File: src/hdl/ccrb_pkg.sv
package ccrb_pkg;

    // Register addresses carried by the address word
    localparam logic [15:0] CCRB_ADDR_FILT = 16'h0001;
    localparam logic [15:0] CCRB_ADDR_PWR = 16'h0002;

    // Reset values
    localparam logic [15:0] CCRB_FILT_RST = 16'h001A;
    localparam logic [15:0] CCRB_PWR_RST = 16'h009B;

    // Filter control fields
    localparam int unsigned CCRB_FC_ARM = 15;
    localparam int unsigned CCRB_FC_THR = 14;
    localparam int unsigned CCRB_FC_GAIN = 13;
    localparam int unsigned CCRB_FC_OFF = 12;
    localparam int unsigned CCRB_FC_STAT = 11;
    localparam int unsigned CCRB_FC_ALIGN = 9;
    localparam int unsigned CCRB_FC_TAP_LSB = 5;
    localparam int unsigned CCRB_FC_TAP_MSB = 8;
    localparam int unsigned CCRB_FC_THIRD = 4;
    localparam int unsigned CCRB_FC_FIRST = 3;
    localparam int unsigned CCRB_FC_RATIO_MSB = 2;
    localparam int unsigned CCRB_FC_KEEP_MSB = 8;

    // Power and clock control fields
    localparam int unsigned CCRB_PC_HALF = 5;
    localparam int unsigned CCRB_PC_SHUT = 3;
    localparam int unsigned CCRB_PC_LOWP = 2;
    localparam int unsigned CCRB_PC_AMP = 0;

    // Status word fields driven by this block
    localparam int unsigned CCRB_ST_ZERO = 10;
    localparam int unsigned CCRB_ST_LOWP = 9;
    localparam int unsigned CCRB_ST_DLOK = 7;
    localparam int unsigned CCRB_ST_THIRD = 4;
    localparam int unsigned CCRB_ST_FIRST = 3;

    // Coefficient download
    localparam logic [5:0] CCRB_COEF_MAX = 6'h30;
    localparam logic [5:0] CCRB_COEF_STEP = 6'h03;
    localparam int unsigned CCRB_COEF_W = 27;
    localparam int unsigned CCRB_HI_W = 11;

    typedef enum logic [2:0] {
        CCRB_DL_IDLE = 3'h0,
        CCRB_DL_HIGH = 3'h1,
        CCRB_DL_LOW = 3'h3,
        CCRB_DL_CSUM = 3'h2,
        CCRB_DL_FILL = 3'h6
    } ccrb_dl_state_t;

    typedef enum logic [2:0] {
        CCRB_RS_CONV = 3'h0,
        CCRB_RS_THR = 3'h1,
        CCRB_RS_GAIN = 3'h2,
        CCRB_RS_OFF = 3'h3,
        CCRB_RS_STAT = 3'h4
    } ccrb_rsel_t;

    // Coefficients held for a tap count code
    function automatic logic [5:0] ccrb_coef_count(input logic [3:0] code);
        ccrb_coef_count = ({2'h0, code} + 6'h01) * CCRB_COEF_STEP;
    endfunction : ccrb_coef_count

    // Sum of the two bytes of a word
    function automatic logic [15:0] ccrb_byte_sum(input logic [15:0] w);
        ccrb_byte_sum = {8'h00, w[15:8]} + {8'h00, w[7:0]};
    endfunction : ccrb_byte_sum

endpackage : ccrb_pkg

File: src/hdl/ccrb_coef_mem.sv
`timescale 1ns/10ps
module ccrb_coef_mem #(
    parameter int unsigned DEPTH = 48,
    parameter int unsigned WIDTH = 27,
    parameter int unsigned AW = 6
) (
    // Clock and reset
    input wire logic clk_sys,
    input wire logic arst_n,
    // Write port
    input wire logic wr_en,
    input wire logic [AW-1:0] wr_addr,
    input wire logic [WIDTH-1:0] wr_data,
    // Read port
    input wire logic [AW-1:0] rd_addr,
    input wire logic rd_clear,
    output logic [WIDTH-1:0] rd_data_q
);

    logic [WIDTH-1:0] mem [DEPTH];

    always_ff @(posedge clk_sys)
    begin
        if (wr_en)
        begin
            mem[wr_addr] <= wr_data;
        end
    end

    // Contents not loaded since reset read as zero
    always_ff @(posedge clk_sys or negedge arst_n)
    begin
        if (!arst_n)
        begin
            rd_data_q <= '0;
        end
        else if (rd_clear)
        begin
            rd_data_q <= '0;
        end
        else
        begin
            rd_data_q <= mem[rd_addr];
        end
    end

endmodule : ccrb_coef_mem

File: src/hdl/ccrb_top.sv
`timescale 1ns/10ps
module ccrb_top
    import ccrb_pkg::*;
#(
    parameter int unsigned DATA_W = 16
) (
    // Clock and reset
    input wire logic clk_sys,
    input wire logic arst_n,
    // Host word port
    input wire logic wr_valid,
    input wire logic [15:0] wr_word,
    input wire logic rd_req,
    output logic rd_valid_q,
    output logic [DATA_W-1:0] rd_data_q,
    // Words from neighbouring registers and datapath
    input wire logic [DATA_W-1:0] conv_word,
    input wire logic [15:0] thr_word,
    input wire logic [15:0] gain_word,
    input wire logic [15:0] off_word,
    input wire logic [15:0] status_ext,
    // Filter configuration
    output logic third_stage_enable,
    output logic first_stage_enable,
    output logic [2:0] second_stage_ratio,
    output logic [3:0] tap_count_code,
    output logic filter_align_q,
    // Power and clock configuration
    output logic clock_halving,
    output logic shutdown,
    output logic reduced_power,
    output logic amplifier_shutdown,
    // Coefficient download
    output logic download_active_q,
    output logic download_success_q,
    output logic user_loaded_q,
    input wire logic [5:0] coeff_rd_addr,
    output logic [CCRB_COEF_W-1:0] coeff_rd_data
);

    logic phase_q;
    logic [15:0] addr_q;
    logic [CCRB_FC_KEEP_MSB:0] fc_q;
    logic [15:0] pc_q;
    ccrb_rsel_t rsel_q;
    ccrb_dl_state_t state_q;
    logic [5:0] idx_q;
    logic [5:0] count_q;
    logic [15:0] csum_q;
    logic [CCRB_HI_W-1:0] hi_q;
    logic data_wr;
    logic filt_wr;
    logic pwr_wr;
    logic arm_ok;
    logic mem_we;
    logic [CCRB_COEF_W-1:0] mem_wdata;
    logic [15:0] status_word;

    // Host words are decoded only outside a download
    assign data_wr = wr_valid && phase_q && (state_q == CCRB_DL_IDLE);
    assign filt_wr = data_wr && (addr_q == CCRB_ADDR_FILT);
    assign pwr_wr = data_wr && (addr_q == CCRB_ADDR_PWR);
    assign arm_ok = wr_word[CCRB_FC_ARM] && (wr_word[CCRB_FC_TAP_MSB:CCRB_FC_TAP_LSB] != 4'h0);

    // Address word then data word
    always_ff @(posedge clk_sys or negedge arst_n)
    begin
        if (!arst_n)
        begin
            phase_q <= 1'b0;
            addr_q <= 16'h0000;
        end
        else if (wr_valid && (state_q == CCRB_DL_IDLE))
        begin
            if (!phase_q)
            begin
                addr_q <= wr_word;
            end
            phase_q <= !phase_q;
        end
    end

    // Filter control; bits 15 to 9 are not stored
    always_ff @(posedge clk_sys or negedge arst_n)
    begin
        if (!arst_n)
        begin
            fc_q <= CCRB_FILT_RST[CCRB_FC_KEEP_MSB:0];
        end
        else if (filt_wr)
        begin
            fc_q <= wr_word[CCRB_FC_KEEP_MSB:0];
        end
    end

    // Power and clock control
    always_ff @(posedge clk_sys or negedge arst_n)
    begin
        if (!arst_n)
        begin
            pc_q <= CCRB_PWR_RST;
        end
        else if (pwr_wr)
        begin
            pc_q <= wr_word;
        end
    end

    assign third_stage_enable = fc_q[CCRB_FC_THIRD];
    assign first_stage_enable = fc_q[CCRB_FC_FIRST];
    assign second_stage_ratio = fc_q[CCRB_FC_RATIO_MSB:0];
    assign tap_count_code = fc_q[CCRB_FC_TAP_MSB:CCRB_FC_TAP_LSB];
    assign clock_halving = pc_q[CCRB_PC_HALF];
    assign shutdown = pc_q[CCRB_PC_SHUT];
    assign reduced_power = pc_q[CCRB_PC_LOWP];
    assign amplifier_shutdown = pc_q[CCRB_PC_AMP];

    // One-cycle synchronisation start
    always_ff @(posedge clk_sys or negedge arst_n)
    begin
        if (!arst_n)
        begin
            filter_align_q <= 1'b0;
        end
        else
        begin
            filter_align_q <= filt_wr && wr_word[CCRB_FC_ALIGN];
        end
    end

    // Readback selection, consumed by the next read
    always_ff @(posedge clk_sys or negedge arst_n)
    begin
        if (!arst_n)
        begin
            rsel_q <= CCRB_RS_CONV;
        end
        else if (filt_wr && wr_word[CCRB_FC_THR])
        begin
            rsel_q <= CCRB_RS_THR;
        end
        else if (filt_wr && wr_word[CCRB_FC_GAIN])
        begin
            rsel_q <= CCRB_RS_GAIN;
        end
        else if (filt_wr && wr_word[CCRB_FC_OFF])
        begin
            rsel_q <= CCRB_RS_OFF;
        end
        else if (filt_wr && wr_word[CCRB_FC_STAT])
        begin
            rsel_q <= CCRB_RS_STAT;
        end
        else if (rd_req)
        begin
            rsel_q <= CCRB_RS_CONV;
        end
    end

    always_comb
    begin
        status_word = status_ext;
        status_word[CCRB_ST_ZERO] = 1'b0;
        status_word[CCRB_ST_LOWP] = pc_q[CCRB_PC_LOWP];
        status_word[CCRB_ST_DLOK] = download_success_q;
        status_word[CCRB_ST_THIRD] = !fc_q[CCRB_FC_THIRD];
        status_word[CCRB_ST_FIRST] = !fc_q[CCRB_FC_FIRST];
        status_word[CCRB_FC_RATIO_MSB:0] = fc_q[CCRB_FC_RATIO_MSB:0];
    end

    // Read answer one cycle after the request
    always_ff @(posedge clk_sys or negedge arst_n)
    begin
        if (!arst_n)
        begin
            rd_valid_q <= 1'b0;
            rd_data_q <= '0;
        end
        else
        begin
            rd_valid_q <= rd_req;
            if (rd_req)
            begin
                case (rsel_q)
                    CCRB_RS_THR: rd_data_q <= DATA_W'(thr_word);
                    CCRB_RS_GAIN: rd_data_q <= DATA_W'(gain_word);
                    CCRB_RS_OFF: rd_data_q <= DATA_W'(off_word);
                    CCRB_RS_STAT: rd_data_q <= DATA_W'(status_word);
                    default: rd_data_q <= conv_word;
                endcase
            end
        end
    end

    // Coefficient download sequence
    always_ff @(posedge clk_sys or negedge arst_n)
    begin
        if (!arst_n)
        begin
            state_q <= CCRB_DL_IDLE;
            idx_q <= 6'h00;
            count_q <= 6'h00;
            csum_q <= 16'h0000;
            hi_q <= '0;
        end
        else
        begin
            case (state_q)
                CCRB_DL_IDLE:
                begin
                    if (filt_wr && arm_ok)
                    begin
                        state_q <= CCRB_DL_HIGH;
                        count_q <= ccrb_coef_count(wr_word[CCRB_FC_TAP_MSB:CCRB_FC_TAP_LSB]);
                        idx_q <= 6'h00;
                        csum_q <= 16'h0000;
                    end
                end
                CCRB_DL_HIGH:
                begin
                    if (wr_valid)
                    begin
                        hi_q <= wr_word[CCRB_HI_W-1:0];
                        csum_q <= csum_q + ccrb_byte_sum(wr_word);
                        state_q <= CCRB_DL_LOW;
                    end
                end
                CCRB_DL_LOW:
                begin
                    if (wr_valid)
                    begin
                        csum_q <= csum_q + ccrb_byte_sum(wr_word);
                        idx_q <= idx_q + 6'h01;
                        if ((idx_q + 6'h01) == count_q)
                        begin
                            state_q <= CCRB_DL_CSUM;
                        end
                        else
                        begin
                            state_q <= CCRB_DL_HIGH;
                        end
                    end
                end
                CCRB_DL_CSUM:
                begin
                    if (wr_valid)
                    begin
                        if (idx_q == CCRB_COEF_MAX)
                        begin
                            state_q <= CCRB_DL_IDLE;
                        end
                        else
                        begin
                            state_q <= CCRB_DL_FILL;
                        end
                    end
                end
                CCRB_DL_FILL:
                begin
                    idx_q <= idx_q + 6'h01;
                    if (idx_q == (CCRB_COEF_MAX - 6'h01))
                    begin
                        state_q <= CCRB_DL_IDLE;
                    end
                end
                default:
                begin
                    state_q <= CCRB_DL_IDLE;
                end
            endcase
        end
    end

    // Checksum result and user filter presence
    always_ff @(posedge clk_sys or negedge arst_n)
    begin
        if (!arst_n)
        begin
            download_success_q <= 1'b0;
            user_loaded_q <= 1'b0;
        end
        else if ((state_q == CCRB_DL_CSUM) && wr_valid)
        begin
            download_success_q <= (wr_word == csum_q);
            user_loaded_q <= 1'b1;
        end
        else if (filt_wr && arm_ok)
        begin
            download_success_q <= 1'b0;
            user_loaded_q <= 1'b0;
        end
    end

    always_ff @(posedge clk_sys or negedge arst_n)
    begin
        if (!arst_n)
        begin
            download_active_q <= 1'b0;
        end
        else
        begin
            download_active_q <= (filt_wr && arm_ok)
                || ((state_q != CCRB_DL_IDLE)
                && !((state_q == CCRB_DL_CSUM) && wr_valid && (idx_q == CCRB_COEF_MAX))
                && !((state_q == CCRB_DL_FILL) && (idx_q == (CCRB_COEF_MAX - 6'h01))));
        end
    end

    // Unused taps are written with zero after the checksum
    assign mem_we = ((state_q == CCRB_DL_LOW) && wr_valid) || (state_q == CCRB_DL_FILL);
    assign mem_wdata = (state_q == CCRB_DL_FILL) ? '0 : {hi_q, wr_word};

    ccrb_coef_mem #(
        .DEPTH(48),
        .WIDTH(CCRB_COEF_W),
        .AW(6)
    ) u_coef_mem (
        .clk_sys(clk_sys),
        .arst_n(arst_n),
        .wr_en(mem_we),
        .wr_addr(idx_q),
        .wr_data(mem_wdata),
        .rd_addr(coeff_rd_addr),
        .rd_clear(!user_loaded_q),
        .rd_data_q(coeff_rd_data)
    );

    // Checks
    logic seen_q;

    always_ff @(posedge clk_sys or negedge arst_n)
    begin
        if (!arst_n)
        begin
            seen_q <= 1'b0;
        end
        else
        begin
            seen_q <= 1'b1;
        end
    end
endmodule : ccrb_top

File: config.mk
export PLATFORM = sky130hd
export DESIGN_NAME = ccrb_top
export DESIGN_NICKNAME = d
export VERILOG_FILES = /design/src/hdl/ccrb_pkg.sv /design/src/hdl/ccrb_coef_mem.sv /design/src/hdl/ccrb_top.sv
export SDC_FILE = /design/constraint.sdc
export NUM_CORES = 1
export LEC_CHECK = 0
export BUFFER_PORTS_ARGS = -buffer_cell sky130_fd_sc_hd__buf_4
export CELL_PAD_IN_SITES_DETAIL_PLACEMENT = 1
export CELL_PAD_IN_SITES_GLOBAL_PLACEMENT = 2
export CORE_MARGIN = 5
export CORE_UTILIZATION = 40
export CTS_CLUSTER_DIAMETER = 80
export DETAILED_ROUTE_END_ITERATION = 8
export GPL_ROUTABILITY_DRIVEN = 0
export PLACE_DENSITY_LB_ADDON = 0.1
export REMOVE_ABC_BUFFERS = 1
export SETUP_SLACK_MARGIN = 0.1
export SYNTH_ARGS = -nofsm -noshare
export SYNTH_HDL_FRONTEND = slang
export SYNTH_SLANG_ARGS = --single-unit
File: constraint.sdc
create_clock -name clk_sys -period 6.15 [get_ports clk_sys]
set_clock_uncertainty 0.2 [all_clocks]
set_input_delay 1.23 -clock clk_sys [delete_from_list [all_inputs] [get_ports clk_sys]]
set_output_delay 1.23 -clock clk_sys [all_outputs]
set_load 0.03 [all_outputs]
==> flow_summary.json <==
{
  "status": "finished, final reports clean",
  "clockBufferDepth": 3,
  "yosysWarnings": 0,
  "setup_viol": 0,
  "grt_usage_pct": 20.2,
  "cts.hold.buffers_added": 0,
  "synthArstFlopShare_pct": 8.67,
  "h-tree-depth": 4,
  "ys_seq_area_share_pct": 75.1,
  "cp-end-kind": "flip-flop",
  "antenna_found_initial": 6,
  "syn_inst": 2669,
  "portBuffers": 158,
  "ctsResizeCount": 0,
  "fin_area_mm2": 0.0649,
  "layout.cells.non_filler": 4930,
  "synth_enable_flop_cells": 1296,
  "drive_above_1_share_pct": 31.7,
  "total_power_mw": 21.1,
  "grt_max_degree": 106,
  "start_util_pct": 40.2,
  "die_area_mm2": 0.147,
  "synthesis.area_mm2": 0.0559,
  "cp.arrival_ns": 4.77,
  "grt_pass1_vias": 30228,
  "cts_buffers": 152,
  "worstSetupPathType": "flip-flop to flip-flop",
  "nets": 3058,
  "core_mm2": 0.139,
  "vias_per_cell": 5.60,
  "slew_headroom_pct": 23.7,
  "num-fill-cells": 12698,
  "hold_class": "input pin to asynchronous set/reset pin",
  "drc_errors": 0,
  "dp.cells": 4648,
  "row_count": 137,
  "synth_flop_cell": "edfxtp_1",
  "clkSinkCount": 1419,
  "area_growth_pct": 16.1,
  "ys_ff_latch": 1419,
  "synth.distinct_cells": 57,
  "overflow": 0,
  "clkTransAtPathRegs_ns": 0.06,
  "start_kind": "flip-flop",
  "dp_hpwl_mm": 87.6,
  "rsz0062_at_grt": "no",
  "fin_crit_ns": 4.52,
  "io-pin-count": 167,
  "finalWirelength_mm": 147,
  "hold_viol_final": 0,
  "dpl-instance-area_mm2": 0.0600,
  "fin_util_pct": 46.6,
  "die_w_um": 384,
  "fin_tns_setup_ns": 0,
  "ir_worst_vdd_uv": 193,
  "first_iter_violations": 2257,
  "worstMarginPinSlew_ns": 1.14,
  "fin_crit_sh_pct": 73.5,
  "cp_max_fo": 17,
  "power.density_mw_per_mm2": 325,
  "drv_cap": 0,
  "syn_area_per_cell_um2": 20.9,
  "cts_root_buf": "clkbuf_16",
  "place_ws_ns": 0.936,
  "grt_pass1_wl_mm": 215,
  "die_height_um": 384,
  "cts_setup_buffers": 0,
  "num_vias": 27587,
  "fmaxAchievable_ghz": 0.221,
  "crit_required_ns": 6.40,
  "clk_latency_ns": 0.77,
  "p_leak_nw": 20.4,
  "wl_per_cell_um": 29.8,
  "setup_ws_ns": 1.63,
  "r2r_setup_slack_ns": 1.63,
  "drtPass1Iterations": 5,
  "slew_viol_final": 0,
  "hold_slack_ns": 0.129,
  "cts_tree": "yes",
  "ant_nets": 0
}
-- registers in the layout, indices dropped and copies added (netlist names) --
signal and cells:
filter_align_q 1, state_q 3, fc_q 9, download_active_q 1, addr_q 16, download_success_q 1
u_coef_mem.rd_data_q 27, idx_q 6, hi_q 11, rd_data_q 16, csum_q 16, rd_valid_q 1
u_coef_mem.mem 1296, pc_q 4, rsel_q 3, phase_q 1, count_q 6, user_loaded_q 1
-- layout make-up --
class	instances	area (um^2)	share of cell area [%]
tap	1876	2350	3.62
clock inverter	76	758	1.17
clock buffer	204	4140	6.37
inverter	13	48.8	0.0752
multi-input combinational	1089	13500	20.9
timing repair buffer	251	2050	3.16
antenna	2	5.00	0.00771
sequential	1419	42000	64.7
-- cells in the final DEF, fill, tap and decap left out, types with 5 or more instances in the layout --
master     netlist  routed
edfxtp_1      1296    1296
mux4_2         364     364
buf_4           24     236
clkbuf_16        0     157
dfrtp_1        118     117
o21ai_0         82      82
nand2_1         64      64
mux2_2          56      56
nor2_1          97      48
nor2_4           0      48
clkbuf_1        70      44
mux2i_1         43      43
a21oi_1         42      39
nand3_1         38      38
o22ai_1         32      32
xor2_1          31      31
a31oi_1         27      27
clkinv_2         0      24
clkinv_1         0      23
and2_2           0      17
o21bai_1        16      16
a221oi_1        16      16
ha_1            16      16
a22oi_1         14      14
nand2b_1        13      13
xnor2_1         13      13
bufinv_16        0      13
inv_1           12      12
buf_12           0      12
and2_1          28      11
o221ai_1        10      10
fa_1            10      10
nor2b_1          9       9
a21o_1           8       8
or3_1            7       7
nand4_1          6       6
nor4_1           6       6
inv_6            0       6
dfstp_2          5       5
-- metal layers --
| metal | track usage [%] | share of wire, % | vias up |
|---|---|---|---|
| li1 | - | - | 11604 |
| met1 | 27.6 | 43 | 15049 |
| met2 | 34.1 | 50 | 768 |
| met3 | 3.57 | 5.0 | 166 |
| met4 | 4.86 | 1.9 | 0 |
| met5 | 0 | 0 | - |
-- cells in the mapped netlist (32+ instances only) --
library cell,instances,area (um^2)
nand3_1,38,190
mux4_2,364,8200
mux2i_1,43,430
buf_2,32,160
dfrtp_1,118,2950
nor2_1,97,364
clkbuf_1,70,263
mux2_2,56,631
edfxtp_1,1296,38900
a21oi_1,42,210
nand2_1,64,240
o21ai_0,82,410
o22ai_1,32,200
-- critical path, stage by stage, from the launching register on --
cell	delay, ns
dfrtp_1	0.58
nor2b_1	0.26
nand2_1	0.39
a21boi_1	0.70
nand4_1	0.83
nor2_4	0.91
buf_4	0.32
-- where the power goes --
group	total (mW)	internal, mW	switching [mW]
Combinational	1.39	0.527	0.867
Clock	9.04	5.28	3.76
Sequential	10.7	10.6	0.0694
-- final timing paths --
kind / from / endpoint / depth (start not counted)
worst max-delay path: state_q[2]$_DFFE_PN0P_ / u_coef_mem.mem[22][16]$_DFFE_PP_ / 6
worst min-delay path: arst_n / u_coef_mem.rd_data_q[18]$_DFF_PN0_ / 1
worst max register to register: state_q[2]$_DFFE_PN0P_ / u_coef_mem.mem[22][16]$_DFFE_PP_ / 6
worst min register to register: rd_data_q[6]$_DFFE_PN0P_ / rd_data_q[6]$_DFFE_PN0P_ / 1
max in group asynchronous: arst_n / rd_data_q[10]$_DFFE_PN0P_ / 2
min in group clk_sys: rd_data_q[6]$_DFFE_PN0P_ / rd_data_q[6]$_DFFE_PN0P_ / 1
-- cell families after synthesis --
group	Yosys count	share of synthesized area (%)
AOI/OAI and AO/OA	263	2.91
xor gates and xnor gates	44	0.689
adders and majority gates	26	0.716
buffers and inverters	161	1.41
DFF	1419	75.1
muxes	463	16.6
and+or+nand+nor	293	2.58
Power figures use the tool's default switching activity.
